**src/verilog/stack_seq_pkg.sv**
```systemverilog
// constants and types for the stack and return instruction bus sequencer
package stack_seq_pkg;

  // fixed bus addresses
  localparam logic [15:0] ADDR_ALL_ONES = 16'hFFFF;
  localparam logic [15:0] VEC_SWI_HI = 16'hFFFA;
  localparam logic [15:0] VEC_SWI_LO = 16'hFFFB;

  // read/write line levels
  localparam logic RW_READ = 1'b1;
  localparam logic RW_WRITE = 1'b0;

  localparam logic [15:0] WORD_STEP = 16'h0001;
  localparam logic [7:0] DATA_IDLE = 8'h00;

  // bus cycle numbers, counted from one
  localparam logic [3:0] CYC_NONE = 4'h0;
  localparam logic [3:0] CYC_STEP = 4'h1;
  localparam logic [3:0] CYC_OPCODE = 4'h1;
  localparam logic [3:0] CYC_NEXT_BYTE = 4'h2;
  localparam logic [3:0] CYC_EXEC = 4'h3;
  localparam logic [3:0] CYC_PULL_FIRST = 4'h4;
  localparam logic [3:0] CYC_STACK_LAST = 4'h9;
  localparam logic [3:0] CYC_SWI_DUMMY = 4'hA;
  localparam logic [3:0] CYC_SWI_VEC_HI = 4'hB;

  // total cycles per instruction
  localparam logic [3:0] CYC_LEN_SHORT = 4'h3;
  localparam logic [3:0] CYC_LEN_PULL_A = 4'h4;
  localparam logic [3:0] CYC_LEN_PUSH_X = 4'h4;
  localparam logic [3:0] CYC_LEN_PULL_X = 4'h5;
  localparam logic [3:0] CYC_LEN_RTS = 4'h5;
  localparam logic [3:0] CYC_LEN_WAI = 4'h9;
  localparam logic [3:0] CYC_LEN_MUL = 4'hA;
  localparam logic [3:0] CYC_LEN_RTI = 4'hA;
  localparam logic [3:0] CYC_LEN_SWI = 4'hC;

  typedef enum logic [3:0] {
    push_accumulator_a,
    push_accumulator_b,
    stack_to_index_transfer,
    index_to_stack_transfer,
    pull_accumulator_a,
    pull_accumulator_b,
    push_index,
    pull_index,
    subroutine_return,
    wait_for_interrupt,
    multiply,
    interrupt_return,
    software_interrupt
  } instr_t;

  typedef enum logic [2:0] {
    ADDR_SEL_PC,
    ADDR_SEL_PC_NEXT,
    ADDR_SEL_PTR,
    ADDR_SEL_PTR_UP,
    ADDR_SEL_ALL_ONES,
    ADDR_SEL_VEC_HI,
    ADDR_SEL_VEC_LO
  } addr_sel_t;

  typedef enum logic [3:0] {
    BYTE_NONE,
    BYTE_ACC_A,
    BYTE_ACC_B,
    BYTE_INDEX_HI,
    BYTE_INDEX_LO,
    BYTE_PC_HI,
    BYTE_PC_LO,
    BYTE_RET_HI,
    BYTE_RET_LO,
    BYTE_CCR
  } byte_sel_t;

  typedef enum logic [1:0] {
    PTR_HOLD,
    PTR_DEC,
    PTR_INC
  } ptr_op_t;

  typedef struct packed {
    addr_sel_t addr;
    logic write;
    byte_sel_t src;
    byte_sel_t dst;
    ptr_op_t ptr;
    logic last;
    logic hold;
  } bus_step_t;

  typedef struct packed {
    logic [15:0] pc;
    logic [15:0] sp;
    logic [15:0] x;
    logic [7:0] a;
    logic [7:0] b;
    logic [7:0] ccr;
  } cpu_regs_t;

  localparam bus_step_t STEP_IDLE = '{ADDR_SEL_ALL_ONES, 1'b0, BYTE_NONE,
                                      BYTE_NONE, PTR_HOLD, 1'b0, 1'b0};
  localparam cpu_regs_t REGS_RESET = '0;

endpackage

```
**src/verilog/stack_instruction_bus_sequencer.sv**
```systemverilog
// bus sequencer for implied-mode stack, return, interrupt and multiply ops
// Notes on behaviour
// - accumulator push and the two transfers take 3 cycles, third by kind
// - index push: 4 cycles, low byte at pointer then high at pointer-1
// - pulls: dummy read at pointer, then bytes from pointer+1 upward
// - subroutine return: 5 cycles, return high then low from the stack
// - wait: 9 cycles then waiting reads, seven bytes stacked downward from the pointer
// - multiply: 10 cycles, cycles 3 to 10 read all-ones, data ignored
// - interrupt return restores ccr, b, a, index high and low upward
// - interrupt return then reads resume address and continues there
// - software interrupt stacks like wait, then dummy read at pointer-7
// - software interrupt fetches handler high and low from its vector
// - read/write line low only when stacking a byte, high otherwise
// - after wait stacking, repeat reads at pointer-7 until interrupt
`timescale 1ns/1ps
module stack_instruction_bus_sequencer (
  // clock and reset
  input wire logic i_clk_sys,
  input wire logic i_rst_n,
  // instruction request
  input wire logic i_start,
  input wire stack_seq_pkg::instr_t i_instr,
  input wire stack_seq_pkg::cpu_regs_t i_regs,
  input wire logic i_irq,
  // external bus
  input wire logic [7:0] i_data,
  output logic [15:0] o_addr,
  output logic o_rw,
  output logic [7:0] o_data,
  output logic o_data_oe_n,
  // status and results
  output logic o_busy,
  output logic o_waiting,
  output logic o_done,
  output stack_seq_pkg::cpu_regs_t o_regs
);

  // sequencing state
  logic busy_q;
  logic busy_d;
  logic [3:0] cyc_q;
  logic [3:0] cyc_d;
  stack_seq_pkg::instr_t instr_q;
  stack_seq_pkg::instr_t instr_d;
  stack_seq_pkg::bus_step_t step_q;
  stack_seq_pkg::bus_step_t step_d;
  stack_seq_pkg::bus_step_t step_table;
  stack_seq_pkg::cpu_regs_t work_q;
  stack_seq_pkg::cpu_regs_t work_d;
  stack_seq_pkg::cpu_regs_t loaded;
  stack_seq_pkg::cpu_regs_t final_regs;
  stack_seq_pkg::cpu_regs_t regs_q;

  // registered bus and status
  logic [15:0] addr_q;
  logic [15:0] addr_d;
  logic rw_q;
  logic rw_d;
  logic [7:0] data_q;
  logic [7:0] data_d;
  logic oe_n_q;
  logic oe_n_d;
  logic waiting_q;
  logic done_q;

  // control terms
  logic accept;
  logic finishing;
  logic pc_from_stack;
  logic [15:0] ret_addr;
  logic [15:0] mul_product;
  logic [15:0] pc_next;
  logic [15:0] ptr_up;

  assign accept = i_start & ~busy_q;
  // a waiting cycle ends only once an interrupt is seen
  assign finishing = busy_q & (step_q.last | (step_q.hold & i_irq));
  assign busy_d = accept | (busy_q & ~finishing);

  assign instr_d = accept ? i_instr : instr_q;
  assign cyc_d = accept ? stack_seq_pkg::CYC_OPCODE :
                 (~busy_q | step_q.hold) ? cyc_q :
                 cyc_q + stack_seq_pkg::CYC_STEP;

  stack_step_decoder u_step_decoder (
    .i_instr(instr_d),
    .i_cyc(cyc_d),
    .o_step(step_table)
  );

  // idle bus is a read of all-ones
  assign step_d = busy_d ? step_table : stack_seq_pkg::STEP_IDLE;

  assign ret_addr = work_q.pc + stack_seq_pkg::WORD_STEP;
  assign mul_product = 16'(work_q.a * work_q.b);
  assign pc_from_stack = (instr_q == stack_seq_pkg::subroutine_return) |
                         (instr_q == stack_seq_pkg::interrupt_return) |
                         (instr_q == stack_seq_pkg::software_interrupt);

  // capture read data and move the pointer for the cycle just ended
  always_comb begin
    loaded = work_q;
    unique case (step_q.dst)
      stack_seq_pkg::BYTE_ACC_A: loaded.a = i_data;
      stack_seq_pkg::BYTE_ACC_B: loaded.b = i_data;
      stack_seq_pkg::BYTE_INDEX_HI: loaded.x[15:8] = i_data;
      stack_seq_pkg::BYTE_INDEX_LO: loaded.x[7:0] = i_data;
      stack_seq_pkg::BYTE_PC_HI: loaded.pc[15:8] = i_data;
      stack_seq_pkg::BYTE_PC_LO: loaded.pc[7:0] = i_data;
      stack_seq_pkg::BYTE_CCR: loaded.ccr = i_data;
      stack_seq_pkg::BYTE_NONE,
      stack_seq_pkg::BYTE_RET_HI,
      stack_seq_pkg::BYTE_RET_LO: begin
      end
    endcase
    unique case (step_q.ptr)
      stack_seq_pkg::PTR_DEC:
        loaded.sp = work_q.sp - stack_seq_pkg::WORD_STEP;
      stack_seq_pkg::PTR_INC:
        loaded.sp = work_q.sp + stack_seq_pkg::WORD_STEP;
      stack_seq_pkg::PTR_HOLD: begin
      end
    endcase
  end

  // effects applied when the last cycle completes
  always_comb begin
    final_regs = loaded;
    if (!pc_from_stack) begin
      final_regs.pc = ret_addr;
    end
    unique case (instr_q)
      stack_seq_pkg::multiply: begin
        final_regs.a = mul_product[15:8];
        final_regs.b = mul_product[7:0];
      end
      stack_seq_pkg::stack_to_index_transfer: final_regs.x = loaded.sp;
      stack_seq_pkg::index_to_stack_transfer: final_regs.sp = loaded.x;
      stack_seq_pkg::push_accumulator_a,
      stack_seq_pkg::push_accumulator_b,
      stack_seq_pkg::pull_accumulator_a,
      stack_seq_pkg::pull_accumulator_b,
      stack_seq_pkg::push_index,
      stack_seq_pkg::pull_index,
      stack_seq_pkg::subroutine_return,
      stack_seq_pkg::wait_for_interrupt,
      stack_seq_pkg::interrupt_return,
      stack_seq_pkg::software_interrupt: begin
      end
    endcase
  end

  assign work_d = accept ? i_regs :
                  finishing ? final_regs :
                  busy_q ? loaded : work_q;

  // next bus address from the working copy
  assign pc_next = work_d.pc + stack_seq_pkg::WORD_STEP;
  assign ptr_up = work_d.sp + stack_seq_pkg::WORD_STEP;

  always_comb begin
    unique case (step_d.addr)
      stack_seq_pkg::ADDR_SEL_PC: addr_d = work_d.pc;
      stack_seq_pkg::ADDR_SEL_PC_NEXT: addr_d = pc_next;
      stack_seq_pkg::ADDR_SEL_PTR: addr_d = work_d.sp;
      stack_seq_pkg::ADDR_SEL_PTR_UP: addr_d = ptr_up;
      stack_seq_pkg::ADDR_SEL_ALL_ONES:
        addr_d = stack_seq_pkg::ADDR_ALL_ONES;
      stack_seq_pkg::ADDR_SEL_VEC_HI:
        addr_d = stack_seq_pkg::VEC_SWI_HI;
      stack_seq_pkg::ADDR_SEL_VEC_LO:
        addr_d = stack_seq_pkg::VEC_SWI_LO;
      default: addr_d = stack_seq_pkg::ADDR_ALL_ONES;
    endcase
  end

  // next write data from the working copy
  always_comb begin
    unique case (step_d.src)
      stack_seq_pkg::BYTE_ACC_A: data_d = work_d.a;
      stack_seq_pkg::BYTE_ACC_B: data_d = work_d.b;
      stack_seq_pkg::BYTE_INDEX_HI: data_d = work_d.x[15:8];
      stack_seq_pkg::BYTE_INDEX_LO: data_d = work_d.x[7:0];
      stack_seq_pkg::BYTE_RET_HI: data_d = pc_next[15:8];
      stack_seq_pkg::BYTE_RET_LO: data_d = pc_next[7:0];
      stack_seq_pkg::BYTE_CCR: data_d = work_d.ccr;
      stack_seq_pkg::BYTE_NONE,
      stack_seq_pkg::BYTE_PC_HI,
      stack_seq_pkg::BYTE_PC_LO: data_d = stack_seq_pkg::DATA_IDLE;
      default: data_d = stack_seq_pkg::DATA_IDLE;
    endcase
  end

  assign rw_d = step_d.write ? stack_seq_pkg::RW_WRITE :
                stack_seq_pkg::RW_READ;
  assign oe_n_d = ~step_d.write;

  always_ff @(posedge i_clk_sys) begin
    if (!i_rst_n) begin
      busy_q <= 1'b0;
      cyc_q <= stack_seq_pkg::CYC_NONE;
      instr_q <= stack_seq_pkg::push_accumulator_a;
      step_q <= stack_seq_pkg::STEP_IDLE;
      work_q <= stack_seq_pkg::REGS_RESET;
    end else begin
      busy_q <= busy_d;
      cyc_q <= cyc_d;
      instr_q <= instr_d;
      step_q <= step_d;
      work_q <= work_d;
    end
  end

  always_ff @(posedge i_clk_sys) begin
    if (!i_rst_n) begin
      addr_q <= stack_seq_pkg::ADDR_ALL_ONES;
      rw_q <= stack_seq_pkg::RW_READ;
      data_q <= stack_seq_pkg::DATA_IDLE;
      oe_n_q <= 1'b1;
    end else begin
      addr_q <= addr_d;
      rw_q <= rw_d;
      data_q <= data_d;
      oe_n_q <= oe_n_d;
    end
  end

  always_ff @(posedge i_clk_sys) begin
    if (!i_rst_n) begin
      waiting_q <= 1'b0;
      done_q <= 1'b0;
      regs_q <= stack_seq_pkg::REGS_RESET;
    end else begin
      waiting_q <= step_d.hold;
      done_q <= finishing;
      if (finishing) begin
        regs_q <= final_regs;
      end
    end
  end

  assign o_addr = addr_q;
  assign o_rw = rw_q;
  assign o_data = data_q;
  assign o_data_oe_n = oe_n_q;
  assign o_busy = busy_q;
  assign o_waiting = waiting_q;
  assign o_done = done_q;
  assign o_regs = regs_q;

endmodule

```
**src/verilog/stack_step_decoder.sv**
```systemverilog
// per-cycle bus step table for each sequenced instruction
`timescale 1ns/1ps
module stack_step_decoder (
  // instruction and cycle number
  input wire stack_seq_pkg::instr_t i_instr,
  input wire logic [3:0] i_cyc,
  // step to perform in that cycle
  output stack_seq_pkg::bus_step_t o_step
);

  logic [3:0] stack_idx;
  logic [3:0] rti_idx;
  stack_seq_pkg::byte_sel_t stack_src;
  stack_seq_pkg::byte_sel_t rti_dst;
  stack_seq_pkg::bus_step_t step;

  assign stack_idx = i_cyc - stack_seq_pkg::CYC_EXEC;
  assign rti_idx = i_cyc - stack_seq_pkg::CYC_PULL_FIRST;

  // stacking order of interrupt frames
  always_comb begin
    unique case (stack_idx)
      4'h0: stack_src = stack_seq_pkg::BYTE_RET_LO;
      4'h1: stack_src = stack_seq_pkg::BYTE_RET_HI;
      4'h2: stack_src = stack_seq_pkg::BYTE_INDEX_LO;
      4'h3: stack_src = stack_seq_pkg::BYTE_INDEX_HI;
      4'h4: stack_src = stack_seq_pkg::BYTE_ACC_A;
      4'h5: stack_src = stack_seq_pkg::BYTE_ACC_B;
      default: stack_src = stack_seq_pkg::BYTE_CCR;
    endcase
  end

  // restore order of interrupt return
  always_comb begin
    unique case (rti_idx)
      4'h0: rti_dst = stack_seq_pkg::BYTE_CCR;
      4'h1: rti_dst = stack_seq_pkg::BYTE_ACC_B;
      4'h2: rti_dst = stack_seq_pkg::BYTE_ACC_A;
      4'h3: rti_dst = stack_seq_pkg::BYTE_INDEX_HI;
      4'h4: rti_dst = stack_seq_pkg::BYTE_INDEX_LO;
      4'h5: rti_dst = stack_seq_pkg::BYTE_PC_HI;
      default: rti_dst = stack_seq_pkg::BYTE_PC_LO;
    endcase
  end

  always_comb begin
    step = stack_seq_pkg::STEP_IDLE;
    if (i_cyc == stack_seq_pkg::CYC_OPCODE) begin
      step.addr = stack_seq_pkg::ADDR_SEL_PC;
    end else if (i_cyc == stack_seq_pkg::CYC_NEXT_BYTE) begin
      step.addr = stack_seq_pkg::ADDR_SEL_PC_NEXT;
    end else begin
      unique case (i_instr)
        stack_seq_pkg::push_accumulator_a,
        stack_seq_pkg::push_accumulator_b: begin
          step.addr = stack_seq_pkg::ADDR_SEL_PTR;
          step.write = 1'b1;
          step.src = (i_instr == stack_seq_pkg::push_accumulator_a) ?
                     stack_seq_pkg::BYTE_ACC_A : stack_seq_pkg::BYTE_ACC_B;
          step.ptr = stack_seq_pkg::PTR_DEC;
          step.last = 1'b1;
        end
        stack_seq_pkg::stack_to_index_transfer: begin
          step.addr = stack_seq_pkg::ADDR_SEL_PTR;
          step.last = 1'b1;
        end
        stack_seq_pkg::index_to_stack_transfer: begin
          step.addr = stack_seq_pkg::ADDR_SEL_ALL_ONES;
          step.last = 1'b1;
        end
        stack_seq_pkg::push_index: begin
          step.addr = stack_seq_pkg::ADDR_SEL_PTR;
          step.write = 1'b1;
          step.src = (i_cyc == stack_seq_pkg::CYC_EXEC) ?
                     stack_seq_pkg::BYTE_INDEX_LO :
                     stack_seq_pkg::BYTE_INDEX_HI;
          step.ptr = stack_seq_pkg::PTR_DEC;
          step.last = (i_cyc == stack_seq_pkg::CYC_LEN_PUSH_X);
        end
        stack_seq_pkg::pull_accumulator_a,
        stack_seq_pkg::pull_accumulator_b,
        stack_seq_pkg::pull_index,
        stack_seq_pkg::subroutine_return,
        stack_seq_pkg::interrupt_return: begin
          if (i_cyc == stack_seq_pkg::CYC_EXEC) begin
            step.addr = stack_seq_pkg::ADDR_SEL_PTR;
          end else begin
            step.addr = stack_seq_pkg::ADDR_SEL_PTR_UP;
            step.ptr = stack_seq_pkg::PTR_INC;
            unique case (i_instr)
              stack_seq_pkg::pull_accumulator_a: begin
                step.dst = stack_seq_pkg::BYTE_ACC_A;
                step.last = 1'b1;
              end
              stack_seq_pkg::pull_accumulator_b: begin
                step.dst = stack_seq_pkg::BYTE_ACC_B;
                step.last = 1'b1;
              end
              stack_seq_pkg::pull_index: begin
                step.dst = (i_cyc == stack_seq_pkg::CYC_PULL_FIRST) ?
                           stack_seq_pkg::BYTE_INDEX_HI :
                           stack_seq_pkg::BYTE_INDEX_LO;
                step.last = (i_cyc == stack_seq_pkg::CYC_LEN_PULL_X);
              end
              stack_seq_pkg::subroutine_return: begin
                step.dst = (i_cyc == stack_seq_pkg::CYC_PULL_FIRST) ?
                           stack_seq_pkg::BYTE_PC_HI :
                           stack_seq_pkg::BYTE_PC_LO;
                step.last = (i_cyc == stack_seq_pkg::CYC_LEN_RTS);
              end
              default: begin
                step.dst = rti_dst;
                step.last = (i_cyc == stack_seq_pkg::CYC_LEN_RTI);
              end
            endcase
          end
        end
        stack_seq_pkg::multiply: begin
          step.addr = stack_seq_pkg::ADDR_SEL_ALL_ONES;
          step.last = (i_cyc == stack_seq_pkg::CYC_LEN_MUL);
        end
        stack_seq_pkg::wait_for_interrupt,
        stack_seq_pkg::software_interrupt: begin
          step.addr = stack_seq_pkg::ADDR_SEL_PTR;
          if (i_cyc <= stack_seq_pkg::CYC_STACK_LAST) begin
            step.write = 1'b1;
            step.src = stack_src;
            step.ptr = stack_seq_pkg::PTR_DEC;
          end else if (i_instr == stack_seq_pkg::wait_for_interrupt) begin
            step.hold = 1'b1;
          end else if (i_cyc == stack_seq_pkg::CYC_SWI_VEC_HI) begin
            step.addr = stack_seq_pkg::ADDR_SEL_VEC_HI;
            step.dst = stack_seq_pkg::BYTE_PC_HI;
          end else if (i_cyc == stack_seq_pkg::CYC_LEN_SWI) begin
            step.addr = stack_seq_pkg::ADDR_SEL_VEC_LO;
            step.dst = stack_seq_pkg::BYTE_PC_LO;
            step.last = 1'b1;
          end
        end
      endcase
    end
  end

  assign o_step = step;

endmodule
```
**config.mk**
```make
export PLATFORM = sky130hd
export DESIGN_NAME = stack_instruction_bus_sequencer
export DESIGN_NICKNAME = d
export VERILOG_FILES = /design/src/verilog/stack_seq_pkg.sv /design/src/verilog/stack_instruction_bus_sequencer.sv /design/src/verilog/stack_step_decoder.sv
export SDC_FILE = /design/constraint.sdc
export NUM_CORES = 1
export LEC_CHECK = 0
export ABC_AREA = 1
export ABC_CLOCK_PERIOD_IN_PS = 5700
export BUFFER_PORTS_ARGS = -buffer_cell sky130_fd_sc_hd__buf_2
export CAP_MARGIN = 20
export CORE_ASPECT_RATIO = 1.75
export CORE_MARGIN = 8
export CORE_UTILIZATION = 40
export CTS_BUF_LIST = sky130_fd_sc_hd__clkbuf_8
export DETAILED_ROUTE_END_ITERATION = 8
export MAX_ROUTING_LAYER = met4
export PLACE_DENSITY_LB_ADDON = 0.15
export SLEW_MARGIN = 30
export SYNTH_ARGS = -nofsm -noshare
export SYNTH_HDL_FRONTEND = slang
export SYNTH_SLANG_ARGS = --single-unit
export TNS_END_PERCENT = 5
```
**constraint.sdc**
```tcl
create_clock -name i_clk_sys -period 5.7 [get_ports i_clk_sys]
set_input_delay 1.425 -clock i_clk_sys [delete_from_list [all_inputs] [get_ports i_clk_sys]]
set_output_delay 1.425 -clock i_clk_sys [all_outputs]
set_load 0.03 [all_outputs]
```
== Word level (Yosys, flattened, before mapping) ==
Index checks and enable logic that the tools add are counted.
Cells by class
  reduce and logical (&&, ||, !) cells: 15
  divide/modulo/power cells: 0
  shifts and indexed selects: 0
  muxes and demuxes: 57
  bitwise logic cells: 15
  add/subtract/negate cells: 8
  eq/ne operators: 57
  $lt $le $gt $ge: 1
  multiply operators: 1
Operator list (number)
  72-bit 2-to-1 mux: 3
  16-bit case mux with 6 select lines: 1
  16-bit 2-to-1 mux: 5
  16-bit by 1-bit adder with 16-bit output (second input constant): 4
  4-bit by 3-bit equality test with 1-bit output (second input constant): 15
  4-bit equality test (second input constant): 15
  4-bit by 2-bit equality test with 1-bit output (second input constant): 14
  8-bit 2-to-1 mux: 7
  8-bit case mux with 7 select lines: 1
  4-bit case mux with 6 select lines: 2
  16-bit case mux with 2 select lines: 1
  3-bit 2-to-1 mux: 9
  13-bit 2-to-1 mux: 2
  4-bit by 1-bit equality test with 1-bit output (second input constant): 6
  4-bit 2-to-1 mux: 6
  8-bit by 8-bit multiplier with 16-bit output: 1
  4-bit case mux with 4 select lines: 1
  16-bit by 1-bit subtractor with 16-bit output (second input constant): 1
  5-bit case mux with 3 select lines: 1
  4-bit zero test: 3
  3-bit case mux with 4 select lines: 1
  4-bit OR reduction: 3
  2-bit OR reduction: 5
  1-bit 2-to-1 mux: 8
  other kinds (23): 39
Word-level totals
  word-level logic and storage cells: 178
  bits in writable memories: 0
  flip-flop bits (word level): 188
  bits in read-only memories: 0
  latch bits: 0
  output and inout port bits: 101
  input port bits: 88
  memories kept: 0

== Depth between registers and ports, before layout ==
Gate-level depths: netlist (run 1).
  word-level depth: 15
  depth in mapped cells: 26
  mapped depth without buffers: 25

== Cells and area by module ==
Synthesis (run 1) repeated with hierarchy kept, for this count alone.
Second synthesis, totals
  cells, all modules: 2456
  area, all modules: 15160.8 um^2
Modules (own cells, without submodules)
  stack_instruction_bus_sequencer: cells each 2326, instances 1, area an instance 14547.7 um^2, sequential area each 3743.6 um^2
  stack_step_decoder: cells each 130, instances 1, area an instance 613.1 um^2, sequential area each 0.0 um^2

== Worst setup path after synthesis (run 1) ==
No wires, ideal clock.
  path kind: reg-to-reg
  start point: register work_q[23] (netlist name)
  end point: register data_q[4], in the netlist o_data[4]
  cell stages (with the launch flop): 23
  clock period less this slack: 4.420 ns
  path buffers: 1
  library setup time: 0.070 ns
  data required time: 5.630 ns
  setup slack: 1.280 ns
  arrival time: 4.350 ns
  cells stage by stage: dfxtp_1 clkbuf_1 nand2_1 fa_1 fa_1 inv_1 fa_1 inv_1 fa_1 inv_1 ha_1 a21o_1 nor2_1 nand2_1 a21o_1 or2_2 nand3_1 nand3_1 nand3b_1 nand2_1 nor2_1 nor2_1 a21oi_1
On the way
  longest elaborated chain between the ends: 5
Ends and longest elaborated chain
  from (decl): RTL line stack_instruction_bus_sequencer.sv:48  | stack_seq_pkg::cpu_regs_t work_q;
  from (signal assigned): RTL line stack_instruction_bus_sequencer.sv:204  | work_q <= stack_seq_pkg::REGS_RESET;
  from (signal assigned): RTL line stack_instruction_bus_sequencer.sv:210  | work_q <= work_d;
  8-bit by 8-bit multiplier with 16-bit output: RTL line stack_instruction_bus_sequencer.sv:95  | assign mul_product = 16'(work_q.a * work_q.b);
  16-bit 2-to-1 mux: RTL line stack_instruction_bus_sequencer.sv:132  | unique case (instr_q)
  72-bit 2-to-1 mux: RTL line stack_instruction_bus_sequencer.sv:154  | finishing ? final_regs :
  72-bit 2-to-1 mux: RTL line stack_instruction_bus_sequencer.sv:153  | assign work_d = accept ? i_regs :
  8-bit case mux with 7 select lines: RTL line stack_instruction_bus_sequencer.sv:179  | unique case (step_d.src)
  to (signal assigned): RTL line stack_instruction_bus_sequencer.sv:218  | data_q <= stack_seq_pkg::DATA_IDLE;
  to (signal assigned): RTL line stack_instruction_bus_sequencer.sv:223  | data_q <= data_d;
  to (decl): RTL line stack_instruction_bus_sequencer.sv:59  | logic [7:0] data_q;
Every way passes these cells.
A chain may end at the register's enable or synchronous reset.

== Final worst setup path (run 1) ==
  start point: register work_q[21] (netlist name)
  end point: register data_q[6], in the netlist o_data[6]
The elaborated chain is that of the path after synthesis.

==> flow_metrics.tcl, run 1 <==
set metrics [dict create \
    wl_mm 71.94 \
    synthSimpleGateAreaFrac_pct 37.61 \
    synth_nets 2730 \
    status "finished, final reports clean" \
    drc 0 \
    numCtsBuffers 17 \
    worst_slew_pin_slew_ns 0.8022 \
    die_x_microns 164.7 \
    setup_viol 0 \
    syn_to_final_growth_pct 10.88 \
    synth_compound_area_share_pct 15.03 \
    finalWeightedCongestion 1.018 \
    crit_path_end_kind "flip-flop" \
    grt_use_total_pct 32.09 \
    ys_ff_latch 187 \
    drt_first_pass_iters 5 \
    ir_worst_vdd_mv 0.1546 \
    route.antenna.remaining_nets 0 \
    drt_iter0_drc 1139 \
    first_global_vias 17000 \
    syn_inst 2550 \
    clockBufferDepth 2 \
    leakagePower_nw 9.302 \
    synth_cell_types 58 \
    grt_setup_unrepaired "no" \
    numClockSinks 187 \
    drv_cap 0 \
    final-hold-violation-count 0 \
    crit_type "flip-flop to flip-flop" \
    grt_max_degree 112 \
    fmax_mhz 200.4 \
    viasPerCell 5.401 \
    worst_slack_ns 0.7099 \
    cts_hold_buf 0 \
    path_cells "nand2_1 > inv_1 > fa_1 > inv_1 > fa_1 > inv_1 > fa_1 > inv_1 > fa_1 > inv_1 > ha_1 > a21oi_1 > nor2_1 > o21ai_0 > nand3_1 > a21oi_1 > o21ai_0 > nand3_1 > nand2_1 > o21ai_0 > nor2_1 > nor2_1 > a21oi_1" \
    grt_pass1_wl_mm 105.9 \
    syn-cell-area_sq_um 15480 \
    wl_per_cell_microns 22.63 \
    slew_headroom_pct 46.46 \
    postSynthAreaPerCell_sq_um 6.071 \
    period_share_pct 87.55 \
    fin_tns_setup_ns 0 \
    seq_area_frac_synth_pct 24.18 \
    most-common-layout-cells "nand2_1, inv_1, nor2_1, nand3_1, buf_2" \
    cts_tree "done" \
    overflow 0 \
    cts_resized 0 \
    synth_xor_area_share_pct 0.6790 \
    yosysTopAreaCell "dfxtp_1" \
    postCtsSetupBuffers 0 \
    dp_hpwl_mm 57.86 \
    critPathMostFrequentCell "inv_1" \
    synth_warnings 0 \
    die_y_microns 276.2 \
    critPathSlowestCell "fa_1" \
    pre_cts_slack_ns 0.7121 \
    finalNetCount 2861 \
    port_buffers 188 \
    critPathMaxStageDelay_ns 0.53 \
    synth_top_family_by_area "simple AND/OR/NAND/NOR gates" \
    initial_utilization_pct 40.44 \
    final_common_cell "nand2_1" \
    critPathRequiredTime_ns 6.09 \
    synth_top_area_share_pct 24.18 \
    startpoint_type "flip-flop" \
    ys_top_cells_by_area "dfxtp_1, nand2_1, inv_1, nand3_1, nor2_1" \
    dr_total_vias 17170 \
    timing.final.max_slew_violations 0 \
    muxShareOfSynthArea_pct 0 \
    coreArea_sq_um 38270 \
    cts-htree-levels 4 \
    root_buffer "clkbuf_8" \
    num_io_pins 189 \
    power.density_nw_per_um2 235.8 \
    synthAdderAreaFrac_pct 9.231 \
    die_area_sq_um 45500 \
    clkTransAtPathRegs_ns 0.12 \
    arrival_ns 5.38 \
    worstSkewPairLatency_ns 0.53 \
    drive_above_1_share_pct 13.18 \
    skew_ns 0.02179 \
    antenna_found_initial 1 \
    min_path_type "flip-flop to flip-flop" \
    rows 95 \
    cp_max_fo 10 \
    period_minus_slack_ns 4.990 \
]
[Yosys cell counts (all sizes together)]
cell type / count
a22oi: 5
inv: 419
clkinv: 1
o31ai: 1
ha: 55
a21boi: 1
o211a: 5
a221o: 5
a21o: 2
a21oi: 120
and2: 4
or2: 14
o21ai: 176
buf: 37
xor2: 10
fa: 37
a311o: 1
xnor2: 2
nand3: 219
nand2: 780
nor2: 271
dfxtp: 187
nor3: 6
o21bai: 4
o211ai: 18
o22ai: 19
nand3b: 13
a221oi: 1
a31oi: 6
o2111ai: 2
nand4: 33
nor4: 1
o311ai: 1
o21a: 17
a41oi: 1
clkbuf: 64
o221ai: 12
[layer usage]
metal  track usage, %  up-vias  wire [microns]
met5                -        -               0
met4            18.74        0            4555
met3            3.571      178            3453
met2            56.86      631           37390
met1            33.38     8024           26540
li1                 -     8336               -
[per-stage QoR]
stage	std cells	util, %	total power, mW	hold WS [ns]	area, sq um
4_1_cts	3178	44.84	4.044	0.4709	17160
2_1_floorplan	2550	-	2.552	0.5465	15480
3_5_place_dp	3147	43.81	3.079	0.4529	16770
3_3_place_gp	3147	43.81	3.075	0.4503	16770
5_1_grt	3179	44.84	4.266	0.4864	17160
6_report	3179	44.84	4.048	0.4686	17160
[cell type report]
type	instances	area (sq um)
clock inverters	13	147.6
flip-flops and latches	187	3745
diodes	1	2.502
well taps	485	606.8
fillers	4299	21110
repair buffers	213	1141
inverters	420	1587
multi-input cells	1842	9687
clock buffers	18	247.7
[flip-flops by register name (all words and copies together) (netlist names), 4 cells and up]
| register | cells |
|---|---|
| cyc_q | 4 |
| instr_q | 4 |
| o_addr | 16 |
| o_data | 8 |
| o_regs | 72 |
| step_q | 7 |
| work_q | 72 |
[critical path: cells and delay by family, from the launching register on]
family	cells	cell delay (ns)
buffers and inverters	5	0.25
and+or+nand+nor	7	0.81
adders and majority gates	5	2.32
DFF	1	0.46
AOI/OAI and AO/OA	6	1.01
[cell families after synthesis]
logic type,Yosys count
compound gates,397
xor+xnor,12
fa+ha+maj,92
buf+inv,521
flops,187
simple gates,1341
[worst paths after layout]
path	startpoint	endpoint	slack, ns	cells past startpoint
max reg2reg	work_q[21]	o_data[6]	0.71	23
max	work_q[21]	o_data[6]	0.71	23
min reg2reg	o_regs[10]	o_regs[10]	0.47	2
min	o_regs[10]	o_regs[10]	0.47	2
[where the power goes]
part	total (mW)	switching, mW	leakage (nW)	internal [mW]
logic	1.57	1.12	7.57	0.458
clock network	0.978	0.601	0.204	0.377
registers	1.49	0.0945	1.53	1.40
total	4.05	1.81	9.30	2.24
No activity file was read; power rests on OpenSTA's default activity.
==> run 2: changes to the inputs <==
--- a/config.mk
+++ b/config.mk
@@ -6,7 +6,7 @@
 export NUM_CORES = 1
 export LEC_CHECK = 0
 export ABC_AREA = 1
-export ABC_CLOCK_PERIOD_IN_PS = 5700
+export ABC_CLOCK_PERIOD_IN_PS = 6000
 export BUFFER_PORTS_ARGS = -buffer_cell sky130_fd_sc_hd__buf_2
 export CAP_MARGIN = 20
 export CORE_ASPECT_RATIO = 1.75
@@ -15,7 +15,7 @@
 export CTS_BUF_LIST = sky130_fd_sc_hd__clkbuf_8
 export DETAILED_ROUTE_END_ITERATION = 8
 export MAX_ROUTING_LAYER = met4
-export PLACE_DENSITY_LB_ADDON = 0.15
+export PLACE_DENSITY = 0.62
 export SLEW_MARGIN = 30
 export SYNTH_ARGS = -nofsm -noshare
 export SYNTH_HDL_FRONTEND = slang
==> constraint.sdc (replaced) <==
create_clock -name i_clk_sys -period 6 [get_ports i_clk_sys]
set_input_delay 1.5 -clock i_clk_sys [delete_from_list [all_inputs] [get_ports i_clk_sys]]
set_output_delay 1.5 -clock i_clk_sys [all_outputs]
set_load 0.03 [all_outputs]
==> flow_metrics.tcl, run 2 (synthesis gave the netlist of run 1 again) <==
set metrics [dict create \
    first_global_vias 17130 \
    worst_slew_pin_slew_ns 0.9338 \
    pwr-share-comb_pct 39.2 \
    p_seq_share_pct 37.6 \
    overflow 0 \
    fin_tns_setup_ns 0 \
    drv_cap 0 \
    setup_viol 0 \
    swShare_pct 44.68 \
    timing.final.max_slew_violations 0 \
    p_switching_mw 1.695 \
    route.antenna.remaining_nets 0 \
    leakagePower_nw 9.264 \
    clockPowerShare_pct 23.2 \
    worstSkewPairLatency_ns 0.53 \
    finalNetCount 2857 \
    most-common-layout-cells "nand2_1, inv_1, nor2_1, nand3_1, buf_2" \
    worst_slack_ns 0.9878 \
    wl_per_cell_microns 22.28 \
    numCtsBuffers 17 \
    crit_start "work_q[13]" \
    cts_hold_buf 0 \
    viasPerCell 5.460 \
    initial_utilization_pct 40.44 \
    cts_tree "done" \
    grt_max_degree 78 \
    clockBufferDepth 2 \
    skew_ns 0.02301 \
    cts-htree-levels 4 \
    dp_cells 3143 \
    ir_worst_vdd_mv 0.1456 \
    critPathMaxStageDelay_ns 0.63 \
    pre_cts_slack_ns 1.017 \
    grt_use_total_pct 31.71 \
    internal_power_mw 2.099 \
    drc 0 \
    min_from "o_regs[21]" \
    dr_total_vias 17340 \
    r2r-start "work_q[13]" \
    critPathRequiredTime_ns 6.39 \
    grt_pass1_wl_mm 105.0 \
    startpoint_type "flip-flop" \
    num_io_pins 189 \
    cp_max_fo 10 \
    grt_setup_unrepaired "no" \
    die_y_microns 276.2 \
    drt_iter0_drc 1402 \
    finalWeightedCongestion 0.9969 \
    die_x_microns 164.7 \
    port_buffers 188 \
    period_share_pct 83.54 \
    period_minus_slack_ns 5.012 \
    root_buffer "clkbuf_8" \
    postCtsSetupBuffers 0 \
    final_common_cell "nand2_1" \
    crit_path_end_kind "flip-flop" \
    layoutNonFillerInstCount 3176 \
    critPathSlowestCell "dfxtp_1" \
    die_area_sq_um 45500 \
    coreArea_sq_um 38270 \
    power.density_nw_per_um2 221.9 \
    status "finished, final reports clean" \
    drt_first_pass_iters 8 \
    numClockSinks 187 \
    drive_above_1_share_pct 13.05 \
    cts_resized 0 \
    rows 95 \
    hold_ws_ns 0.4682 \
    fmax_mhz 199.5 \
    syn_to_final_growth_pct 10.48 \
    reg2reg_slack_ns 0.99 \
    crit_type "flip-flop to flip-flop" \
    wl_mm 70.76 \
    arrival_ns 5.40 \
    clkTransAtPathRegs_ns 0.11 \
    final-hold-violation-count 0 \
    final_util_pct 44.68 \
    antenna_found_initial 1 \
    dp_hpwl_mm 56.47 \
    path_cells "nand2_1 > fa_1 > fa_1 > inv_1 > fa_1 > inv_1 > fa_1 > inv_1 > ha_1 > nand2_1 > nor3_1 > a21oi_1 > o21ai_0 > or2_2 > nand3_1 > nand3_1 > nand2_1 > nand2_1 > nor2_1 > nor2_1 > a21oi_1" \
    slew_headroom_pct 37.09 \
    min_path_type "flip-flop to flip-flop" \
]
run 2: cell types whose count changed in the layout (fill, tap and decap cells not counted):
cell / delta
clkinvlp_4: +3
clkinv_2: +4
inv_8: -5
nor2_4: -1
nor2_2: +1
buf_4: -4
inv_6: -1
inv_1: +1
clkinv_4: -1
run 2: area by class of cell:
cell class | instances | area [sq um]
Sequential cell | 187 | 3745
Clock inverter | 14 | 120.1
Inverter | 420 | 1587
Timing Repair Buffer | 209 | 1111
Fill cell | 4272 | 21170
Antenna cell | 1 | 2.502
Multi-Input combinational cell | 1842 | 9682
Tap cell | 485 | 606.8
Clock buffer | 18 | 247.7
run 2: metal layers:
layer / GRT usage [%] / vias up / wire (microns) / part of all wire [%]
li1: - / 8324 / - / -
met1: 33.12 / 8096 / 25850 / 37
met2: 54.77 / 706 / 35890 / 51
met3: 3.765 / 214 / 3762 / 5.3
met4: 20.94 / 0 / 5265 / 7.4
met5: - / - / 0 / 0
run 2: power groups by stage:
stage / combinational (mW) / sequential (mW) / clock (mW)
final: 1.49 / 1.43 / 0.879
after global routing: 1.64 / 1.44 / 0.940
after CTS: 1.48 / 1.42 / 0.899
after detailed placement: 1.47 / 1.45 / 0
after global placement: 1.47 / 1.45 / 0
after floorplan: 0.959 / 1.47 / 0
run 2: final timing paths:
check,to,depth (start not counted)
worst max-delay path,o_data[3],21
worst min-delay path,o_regs[21],2
worst max register to register,o_data[3],21
worst min register to register,o_regs[21],2
run 2: through the flow:
| stage | cell area (sq um) | total power, mW |
|---|---|---|
| 6_report | 17100 | 3.794 |
| 5_1_grt | 17100 | 4.018 |
| 4_1_cts | 17100 | 3.801 |
| 3_5_place_dp | 16730 | 2.923 |
| 3_3_place_gp | 16730 | 2.919 |
| 2_1_floorplan | 15480 | 2.424 |
run 2: worst max-delay path, delay by kind of cell (launching register included):
family          cells  cell delay, ns
flops               1            0.63
buf+inv             3            0.14
fa+ha+maj           5            2.31
compound gates      3            0.62
simple gates       10            1.18
